File: src/common/aps_pkg.sv
package aps_pkg;
   // Register byte addresses on the serial control bus.
   localparam logic [7:0] ADDR_INT_CTRL    = 8'h81;
   localparam logic [7:0] ADDR_PATH_CFG    = 8'hD0;
   localparam logic [7:0] ADDR_PCM_OUT     = 8'hD6;
   localparam logic [7:0] ADDR_FEED        = 8'hD8;
   localparam logic [7:0] ADDR_PCM_IN      = 8'hD9;
   localparam logic [7:0] ADDR_READBACK    = 8'hDA;
   // Field positions in decoder_path_config.
   localparam int         BIT_RATE4        = 15;
   localparam int         BIT_PCM_SEL_HI   = 14;
   localparam int         BIT_ADM_SEL_HI   = 12;
   localparam int         BIT_OUT_SEL_HI   = 10;
   // Decoder enable in the interrupt control register.
   localparam int         BIT_DEC_EN       = 3;
   // Reset values.
   localparam logic [15:0] RST_PATH_CFG    = 16'h0000;
   localparam logic [7:0]  RST_INT_CTRL    = 8'h00;
   localparam logic [15:0] RST_WORD        = 16'h0000;
   // Rate factors, as last phase index.
   localparam logic [2:0] LAST_PHASE_4     = 3'h3;
   localparam logic [2:0] LAST_PHASE_8     = 3'h7;
   // Companding expansion constants.
   localparam logic [7:0]  MU_BIAS         = 8'h84;
   localparam logic [7:0]  A_TOGGLE        = 8'h55;

   typedef enum logic [1:0] {
      APS_OUT_EST  = 2'b00,
      APS_OUT_SUM  = 2'b01,
      APS_OUT_TEST = 2'b10,
      APS_OUT_UND  = 2'b11
   } aps_out_sel_t;

   typedef struct packed {
      logic         rate4;
      logic [1:0]   pcm_sel;
      logic [1:0]   adm_sel;
      aps_out_sel_t out_sel;
   } aps_cfg_t;

   typedef struct packed {
      logic        wr;
      logic        rd;
      logic [7:0]  addr;
      logic [15:0] wdata;
   } aps_reg_req_t;

   typedef struct packed {
      logic       alaw;
      logic [7:0] code;
   } aps_burst_t;
endpackage : aps_pkg

File: src/rtl/aps_decoder_path.sv
// What this block does
// Rate filter interpolates toward DAC for PCM, decimates for delta bits.
// Rate bit 1 gives factor 4, 0 gives factor 8.
// Decimated PCM samples land in the PCM output register each sample.
// Transcoded bits land in the readback register at interpolated rate.
// PCM select upper bit 0 decimates the estimator output.
// PCM select 1,0 interpolates burst pin PCM; host sets codec mode too.
// Burst mu-law or A-law samples are expanded to linear first.
// PCM select 1,1 interpolates host-written PCM input words.
// ADM select 0,0 takes decoder bits from the received data pin.
// ADM select 0,1 takes decoder bits from the host feed register.
// ADM select upper bit 1 uses digital feedback; host sets interpolate.
// Host may power down analog side during digital feedback transcoding.
// Output select 0,0 drives estimator output alone.
// Output select 0,1 drives estimator plus interpolated PCM sum.
// Output select 1,0 is direct PCM test mode.
// Decoder enable bit low holds decoder disabled and in reset.
// Output select 1,1 behaves as 0,0.
// Path selections switch only at decoder sample boundaries or while the decoder is held in reset.
`timescale 1ns/1ps
`default_nettype none

module aps_fifo #(
   parameter int WIDTH = 16,
   parameter int DEPTH = 4
) (
   input  wire logic             clk_in,
   input  wire logic             rst_in,
   input  wire logic             in_valid_in,
   output logic                  in_ready_out,
   input  wire logic [WIDTH-1:0] in_data_in,
   output logic                  out_valid_out,
   input  wire logic             out_ready_in,
   output logic      [WIDTH-1:0] out_data_out
);
   localparam int AW = $clog2(DEPTH);

   logic [WIDTH-1:0] mem_r [DEPTH];
   logic [AW-1:0]    wr_ptr_r;
   logic [AW-1:0]    rd_ptr_r;
   logic [AW:0]      count_r;
   logic             push;
   logic             pop;

   initial
   begin
      if (DEPTH < 2 || (DEPTH & (DEPTH - 1)) != 0)
         $error("aps_fifo: DEPTH must be a power of two of at least 2");
   end

   // Ready stays low while the datapath is held in reset, since a byte
   // offered then would be dropped without trace.
   assign in_ready_out  = ~rst_in & (count_r != (AW+1)'(DEPTH));
   assign out_valid_out = (count_r != '0);
   assign out_data_out  = mem_r[rd_ptr_r];
   assign push          = in_valid_in & in_ready_out;
   assign pop           = out_ready_in & out_valid_out;

   always_ff @(posedge clk_in)
   begin
      if (push)
         mem_r[wr_ptr_r] <= in_data_in;
   end

   always_ff @(posedge clk_in)
   begin
      if (rst_in)
      begin
         wr_ptr_r <= '0;
         rd_ptr_r <= '0;
         count_r  <= '0;
      end
      else
      begin
         if (push)
            wr_ptr_r <= wr_ptr_r + 1'b1;
         if (pop)
            rd_ptr_r <= rd_ptr_r + 1'b1;
         if (push & ~pop)
            count_r <= count_r + 1'b1;
         else if (pop & ~push)
            count_r <= count_r - 1'b1;
      end
   end
endmodule : aps_fifo

module aps_decoder_path #(
   parameter logic [15:0] STEP_SIZE  = 16'h0100,
   parameter int          FIFO_DEPTH = 4
) (
   // Clock and reset.
   input  wire logic                  CLK_IN,
   input  wire logic                  SYS_RST_IN,
   // Host control bus.
   input  wire aps_pkg::aps_reg_req_t REG_REQ_IN,
   output logic               [15:0]  REG_RDATA_OUT,
   // Received link.
   input  wire logic                  BIT_STB_IN,
   input  wire logic                  RX_DATA_IN,
   input  wire logic                  BURST_VALID_IN,
   output logic                       BURST_READY_OUT,
   input  wire aps_pkg::aps_burst_t   BURST_IN,
   // DAC side.
   output logic               [15:0]  DAC_DATA_OUT,
   output logic                       DAC_VALID_OUT
);
   aps_pkg::aps_cfg_t cfg_reg;
   aps_pkg::aps_cfg_t act_r;
   logic [15:0]        path_cfg_r;
   logic [7:0]         int_ctrl_r;
   logic [15:0]        feed_r;
   logic [15:0]        host_pcm_r;
   logic [15:0]        pcm_out_r;
   logic [15:0]        readback_r;
   logic [7:0]         bits_sh_r;
   logic [3:0]         feed_idx_r;
   logic [2:0]         phase_r;
   logic signed [15:0] est_r;
   logic signed [15:0] interp_r;
   logic signed [18:0] acc_r;
   logic               dp_rst;
   logic               boundary;
   logic               adm_bit;
   logic signed [15:0] est_nxt;
   logic signed [18:0] acc_nxt;
   logic signed [15:0] dac_nxt;
   logic [15:0]        expanded;
   logic               fifo_valid;
   logic [15:0]        fifo_data;
   logic               fifo_pop;
   logic               interp_mode;

   initial
   begin
      if (FIFO_DEPTH < 2)
         $error("aps_decoder_path: FIFO_DEPTH must be at least 2");
   end

   // Saturating 17-bit to 16-bit clamp.
   function automatic logic signed [15:0] sat16(input logic signed [16:0] v);
      if (v > 17'sh07FFF)
         sat16 = 16'sh7FFF;
      else if (v < -17'sh08000)
         sat16 = -16'sh8000;
      else
         sat16 = v[15:0];
   endfunction : sat16

   // Companded byte to 16-bit linear, left justified.
   function automatic logic [15:0] expand(input aps_pkg::aps_burst_t b);
      logic [7:0]  c;
      logic [2:0]  ex;
      logic [14:0] mag;
      logic        neg;
      c   = b.alaw ? (b.code ^ aps_pkg::A_TOGGLE) : ~b.code;
      ex  = c[6:4];
      neg = b.alaw ? ~c[7] : c[7];
      if (b.alaw)
      begin
         if (ex == 3'h0)
            mag = {7'h00, c[3:0], 4'h8};
         else
            mag = 15'(({7'h00, c[3:0], 4'h0} + 15'h0108) << (ex - 3'h1));
      end
      else
         mag = 15'((({7'h00, c[3:0], 3'h0} + 15'(aps_pkg::MU_BIAS))
               << ex) - 15'(aps_pkg::MU_BIAS));
      expand = neg ? 16'(-{1'b0, mag}) : {1'b0, mag};
   endfunction : expand

   assign cfg_reg.rate4   = path_cfg_r[aps_pkg::BIT_RATE4];
   assign cfg_reg.pcm_sel =
      path_cfg_r[aps_pkg::BIT_PCM_SEL_HI -: 2];
   assign cfg_reg.adm_sel =
      path_cfg_r[aps_pkg::BIT_ADM_SEL_HI -: 2];
   assign cfg_reg.out_sel = aps_pkg::aps_out_sel_t'(
      path_cfg_r[aps_pkg::BIT_OUT_SEL_HI -: 2]);

   assign dp_rst = SYS_RST_IN | ~int_ctrl_r[aps_pkg::BIT_DEC_EN];

   assign boundary = BIT_STB_IN & (phase_r == (act_r.rate4 ?
      aps_pkg::LAST_PHASE_4 : aps_pkg::LAST_PHASE_8));

   assign interp_mode = act_r.pcm_sel[1];
   assign fifo_pop    = boundary & (act_r.pcm_sel == 2'b10);

   always_ff @(posedge CLK_IN)
   begin
      if (SYS_RST_IN)
      begin
         path_cfg_r <= aps_pkg::RST_PATH_CFG;
         int_ctrl_r <= aps_pkg::RST_INT_CTRL;
         feed_r     <= aps_pkg::RST_WORD;
         host_pcm_r <= aps_pkg::RST_WORD;
      end
      else if (REG_REQ_IN.wr)
      begin
         unique case (REG_REQ_IN.addr)
            aps_pkg::ADDR_PATH_CFG: path_cfg_r <= REG_REQ_IN.wdata;
            aps_pkg::ADDR_INT_CTRL: int_ctrl_r <= REG_REQ_IN.wdata[7:0];
            aps_pkg::ADDR_FEED:     feed_r     <= REG_REQ_IN.wdata;
            aps_pkg::ADDR_PCM_IN:   host_pcm_r <= REG_REQ_IN.wdata;
            default: ;
         endcase
      end
   end

   always_ff @(posedge CLK_IN)
   begin
      if (SYS_RST_IN)
         REG_RDATA_OUT <= aps_pkg::RST_WORD;
      else if (REG_REQ_IN.rd)
      begin
         unique case (REG_REQ_IN.addr)
            aps_pkg::ADDR_PATH_CFG: REG_RDATA_OUT <= path_cfg_r;
            aps_pkg::ADDR_INT_CTRL: REG_RDATA_OUT <= {8'h00, int_ctrl_r};
            aps_pkg::ADDR_PCM_OUT:  REG_RDATA_OUT <= pcm_out_r;
            aps_pkg::ADDR_FEED:     REG_RDATA_OUT <= feed_r;
            aps_pkg::ADDR_PCM_IN:   REG_RDATA_OUT <= host_pcm_r;
            aps_pkg::ADDR_READBACK: REG_RDATA_OUT <= readback_r;
            default:                REG_RDATA_OUT <= 16'h0000;
         endcase
      end
   end

   // The active copy only moves on a sample boundary or while the decoder
   // is held in reset, so a host write in mid-sample never feeds the filter
   // a half-switched source.
   always_ff @(posedge CLK_IN)
   begin
      if (dp_rst)
      begin
         act_r   <= cfg_reg;
         phase_r <= 3'h0;
      end
      else if (BIT_STB_IN)
      begin
         if (boundary)
         begin
            act_r   <= cfg_reg;
            phase_r <= 3'h0;
         end
         else
            phase_r <= phase_r + 3'h1;
      end
   end

   always_comb
   begin
      unique case (act_r.adm_sel)
         2'b00:   adm_bit = RX_DATA_IN;
         2'b01:   adm_bit = feed_r[feed_idx_r];
         default: adm_bit = (interp_r > est_r);
      endcase
   end

   assign est_nxt = adm_bit ? sat16(17'(est_r) + 17'(signed'(STEP_SIZE)))
                            : sat16(17'(est_r) - 17'(signed'(STEP_SIZE)));
   assign acc_nxt = acc_r + 19'(est_nxt);

   always_comb
   begin
      unique case (act_r.out_sel)
         aps_pkg::APS_OUT_SUM:
            dac_nxt = sat16(17'(est_nxt) + 17'(interp_r));
         // The filter here is a zero-order hold, so the held input word
         // is also the unfiltered word shown in test mode.
         aps_pkg::APS_OUT_TEST: dac_nxt = interp_r;
         default:               dac_nxt = est_nxt;
      endcase
   end

   always_ff @(posedge CLK_IN)
   begin
      if (dp_rst)
      begin
         est_r      <= '0;
         feed_idx_r <= 4'hF;
         bits_sh_r  <= 8'h00;
      end
      else if (BIT_STB_IN)
      begin
         est_r      <= est_nxt;
         feed_idx_r <= feed_idx_r - 4'h1;
         bits_sh_r  <= {bits_sh_r[6:0], adm_bit};
      end
   end

   always_ff @(posedge CLK_IN)
   begin
      if (dp_rst)
      begin
         acc_r     <= '0;
         pcm_out_r <= aps_pkg::RST_WORD;
      end
      else if (BIT_STB_IN)
      begin
         if (boundary)
         begin
            acc_r <= '0;
            if (!interp_mode)
               pcm_out_r <= act_r.rate4 ? 16'(acc_nxt >>> 2)
                                        : 16'(acc_nxt >>> 3);
         end
         else
            acc_r <= acc_nxt;
      end
   end

   always_ff @(posedge CLK_IN)
   begin
      if (dp_rst)
      begin
         interp_r   <= '0;
         readback_r <= aps_pkg::RST_WORD;
      end
      else if (boundary && interp_mode)
      begin
         if (act_r.pcm_sel[0])
            interp_r <= host_pcm_r;
         else if (fifo_valid)
            interp_r <= fifo_data;
         if (act_r.adm_sel[1])
            readback_r <= act_r.rate4 ?
               {12'h000, bits_sh_r[2:0], adm_bit} :
               {8'h00, bits_sh_r[6:0], adm_bit};
      end
   end

   always_ff @(posedge CLK_IN)
   begin
      if (dp_rst)
      begin
         DAC_DATA_OUT  <= aps_pkg::RST_WORD;
         DAC_VALID_OUT <= 1'b0;
      end
      else
      begin
         DAC_VALID_OUT <= BIT_STB_IN;
         if (BIT_STB_IN)
            DAC_DATA_OUT <= dac_nxt;
      end
   end

   assign expanded = expand(BURST_IN);

   aps_fifo #(
      .WIDTH (16),
      .DEPTH (FIFO_DEPTH)
   ) u_burst_fifo (
      .clk_in        (CLK_IN),
      .rst_in        (dp_rst),
      .in_valid_in   (BURST_VALID_IN),
      .in_ready_out  (BURST_READY_OUT),
      .in_data_in    (expanded),
      .out_valid_out (fifo_valid),
      .out_ready_in  (fifo_pop),
      .out_data_out  (fifo_data)
   );
endmodule : aps_decoder_path

`default_nettype wire

File: config.mk
export PLATFORM = sky130hd
export DESIGN_NAME = aps_decoder_path
export DESIGN_NICKNAME = d
export VERILOG_FILES = /design/src/common/aps_pkg.sv /design/src/rtl/aps_decoder_path.sv
export SDC_FILE = /design/constraint.sdc
export NUM_CORES = 1
export LEC_CHECK = 0
export BUFFER_PORTS_ARGS = -buffer_cell sky130_fd_sc_hd__buf_2
export CAP_MARGIN = 15
export CORE_MARGIN = 2
export CORE_UTILIZATION = 38
export CTS_CLUSTER_DIAMETER = 50
export DETAILED_ROUTE_END_ITERATION = 7
export GPL_TIMING_DRIVEN = 1
export MAX_ROUTING_LAYER = met4
export SLEW_MARGIN = 5
export SYNTH_ARGS = -nofsm -noshare
export SYNTH_HDL_FRONTEND = slang
export SYNTH_HIERARCHICAL = 1
export SYNTH_SLANG_ARGS = --single-unit
File: constraint.sdc
create_clock -name CLK_IN -period 8.56 [get_ports CLK_IN]
set_input_delay 0.856 -clock CLK_IN [delete_from_list [all_inputs] [get_ports CLK_IN]]
set_output_delay 0.856 -clock CLK_IN [all_outputs]
set_load 0.05 [all_outputs]
==> summary.md <==
| Metric | Value |
|---|---|
| Status | `completed` |
| Synth Instances | `around 1600` |
| FMAX | `~0.16 GHz` |
| Routed via count | `12300` |
| Ant. Diodes | `0` |
| Num rows | `71` |
| CP max-delay cell | `mux2i_1` |
| Area of the multi-input gates | `8130 µm²` |
| HPWL Detailed | `30.1 mm` |
| Tcrit/Tclk final | `72.4%` |
| Crit path kind | `flop to flop` |
| First-pass GRT wire length | `about 66 mm` |
| Drt wl/cell | `roughly 19 µm` |
| Clock Pin Slew Worst Setup and Hold Paths | `0.06 ns` |
| Nets | `1751` |
| Hold WC Path Type | `flop to flop` |
| Clock Root Buffer | `clkbuf_16` |
| Total congestion overflow | `0` |
| Vias per cell | `5.65` |
| Initial antenna violation count | `0` |
| Netlist Area Pre-Place | `14700 µm²` |
| Area added between synthesis and finish | `11.5%` |
| ANT nets after route | `0` |
| IO Port Bufs | `73` |
| Layout Skew | `between 0.04 and 0.05 ns` |
| Post-CTS setup buffer count | `0` |
| Chip Height | `200 µm` |
| Synth Area per Inst | `9.14 µm²` |
| Worst endpoint required time | `8.97 ns` |
| Die width | `200 µm` |
| Die area | `40200 µm²` |
| GRT Overall Usage | `20.9%` |
| WL final | `41.4 mm` |
| Yosys cell types | `97` |
| Slowest stage delay, CP | `0.65 ns` |
| H-tree Lvls | `1` |
| CTS tree | `built` |
| Initial Util | `38.7%` |
| Ys async rst share | `0%` |
| CTS Buffer Depth | `3` |
| Pin count of the biggest net entering global routing | `74` |
| Post-route cell area | `around 16000 µm²` |
| RSZ-0062 raised after global routing | `no` |
| Final hold violation count | `0` |
| # DRC | `0` |
| CP Max Fanout | `10` |
| Max-cap violations | `0` |
| Setup violators final | `0` |
| Sequential area share after synthesis | `40.1%` |
| Most frequent cells in the layout | `nand2_1, dfxtp_1, a21oi_1` |
| Min cycle time layout | `6.20 ns` |
| Worst IR Drop VDD | `between 0.15 and 0.2 mV` |
| Number of synthesized flops with an enable pin | `between 70 and 80` |
| CP cell instances | `inv_1, ha_1, or3b_2, a2111oi_0, mux2i_1, or2_2, mux2i_1, a21oi_1, ha_1, o21ai_0, a2111oi_0, a21oi_1, a21oi_1, a31oi_1, o2111ai_1, o311ai_1, buf_4, a2111oi_0, a211oi_1` |
| WP data arrival | `6.61 ns` |
| Final Non-Filler Cells | `2173` |
| Setup_tns | `0 ns` |
| Most used DFF post-synth | `dfxtp_1` |
| Warnings, synthesis | `6` |
| Vias in the first global route | `11700` |
| Worst slew pin tran | `1.10 ns` |
| CTS Hold Bufs | `0` |
| Power Dens Cells | `roughly 170 nW/µm²` |
| DRT iter0 DRCs | `1214` |
| Power Total | `approximately 2.7 mW` |
| Core area | `between 30000 and 40000 µm²` |
| Drt pass-1 iters | `5` |
| # fillers | `3736` |
| Worst Setup End Kind | `flop` |
| Cts repair resizes | `0` |
| Final Max Slew Viols | `0` |
| CP Launch Type | `flop` |
| Clock sink total | `258` |
| Seq cells post-synth | `258` |
| Layout cells sized above 1 | `12.4%` |
| Slew HR | `26.2%` |
| Latest clock arrival within the worst-skew pair | `0.60 ns` |
| Most common cell after layout, fill and taps aside | `nand2_1` |
| Number of buffers created by CTS | `30` |
| Io pins | `74` |
| Area occupied by registers | `5880 µm²` |
| Placed Area | `15400 µm²` |
| Static Leak | `5.91 nW` |
| Routability cong. | `~0.9` |
| Placed insts | `2117` |
## sequential cells by signal (all words and copies together) (netlist names), named ones only
signal / cells
feed_idx_r: 4
REG_RDATA_OUT: 16
act_r: 7
DAC_DATA_OUT: 16
interp_r: 16
u_burst_fifo/rd_ptr_r: 2
u_burst_fifo/count_r: 3
phase_r: 3
est_r: 16
bits_sh_r: 7
readback_r: 8
host_pcm_r: 16
DAC_VALID_OUT: 1
acc_r: 19
u_burst_fifo/mem_r: 64
feed_r: 16
u_burst_fifo/wr_ptr_r: 2
int_ctrl_r: 8
path_cfg_r: 16
pcm_out_r: 16
## final timing paths
path	start	to	slack (ns)	cells past startpoint
worst max register to register	est_r[8]$_SDFFE_PP0P_	DAC_DATA_OUT[11]$_SDFFE_PP0P_	2.36	19
worst min-delay path	int_ctrl_r[4]$_SDFFE_PP0P_	int_ctrl_r[4]$_SDFFE_PP0P_	0.46	2
worst max-delay path	est_r[8]$_SDFFE_PP0P_	DAC_DATA_OUT[11]$_SDFFE_PP0P_	2.36	19
worst min register to register	int_ctrl_r[4]$_SDFFE_PP0P_	int_ctrl_r[4]$_SDFFE_PP0P_	0.46	2
## worst max-delay path, delay by kind of cell, from the launching register on
family	cells	cell delay, ns
and+or+nand+nor	2	0.85
adders and majority gates	2	0.66
AOI/OAI and AO/OA	11	2.94
DFF	1	0.41
buffers and inverters	2	0.35
muxes	2	0.85
## layer usage
layer  vias to the layer above  track usage (%)  share of wire, %  routed length (µm)
met3                        73             2.79               5.6                2330
li1                       5972                -                 -                   -
met1                      5886             29.4                47               19600
met2                       355             31.6                44               18300
met5                         -                -                 0                   0
met4                         0             5.69               3.0                1230
## cell usage after synthesis, types with 5 or more instances
library cell	count	share of area, %
buf_2	5	0.17
edfxtp_1	71	15
nand3_1	41	1.4
nand2_1	188	4.8
and3_1	12	0.51
a31oi_1	11	0.47
o21ai_0	56	1.9
o2111ai_1	5	0.30
o21a_1	12	0.61
nor3b_1	7	0.36
a21o_1	12	0.61
a2111oi_0	5	0.30
o22ai_1	10	0.43
nor3_1	20	0.68
nor2_1	135	3.5
mux4_2	21	3.2
a221oi_1	9	0.54
a21oi_1	178	6.1
clkbuf_8	7	0.66
nor2b_1	22	0.94
nand4_1	6	0.26
nand3b_1	8	0.41
mux2i_1	65	4.4
o211ai_1	10	0.51
dfxtp_1	187	26
inv_1	58	1.5
nor4_1	7	0.30
a22o_1	5	0.30
o221ai_1	7	0.42
buf_1	7	0.18
a211oi_1	51	2.6
xnor2_1	36	2.2
ha_1	69	5.9
clkbuf_1	68	1.7
mux2_2	14	1.1
or3_1	7	0.30
a222oi_1	8	0.55
a22oi_1	23	1.2
xor2_1	22	1.3
clkinv_1	5	0.13
nand2b_1	12	0.51
## report_power, final
group          internal (mW)  switching, mW  leakage [nW]
clock network          0.720          0.526         0.455
logic                 0.0764          0.152          3.28
registers               1.27        0.00145          2.17
## area by class of cell
cell class | instances | share of cell area (%)
Clock inverter | 16 | 1.06
Tap cell | 511 | 3.91
Clock buffer | 39 | 4.86
Sequential cell | 258 | 35.9
Inverter | 64 | 1.50
Timing Repair Buffer | 88 | 3.05
Multi-Input combinational cell | 1197 | 49.7
## through the flow
| step | hold slack (ns) | util (%) | setup slack (ns) |
|---|---|---|---|
| final | 0.459 | 43.2 | 2.36 |
| after global routing | 0.478 | 43.2 | 2.04 |
| after CTS | 0.456 | 43.1 | 2.46 |
| after detailed placement | 0.448 | 40.6 | 2.46 |
| after global placement | 0.439 | 40.6 | 2.72 |
| after floorplan | 0.429 | - | 3.37 |
## logic make-up after synthesis
logic type | synth area share, %
adders and majority gates | 6.30
other | 0.0256
and+or+nand+nor | 16.6
AOI/OAI and AO/OA | 19.8
muxes | 8.84
xor gates and xnor gates | 3.58
buffers and inverters | 4.76
DFF | 40.1
Power figures use the tool's default switching activity.
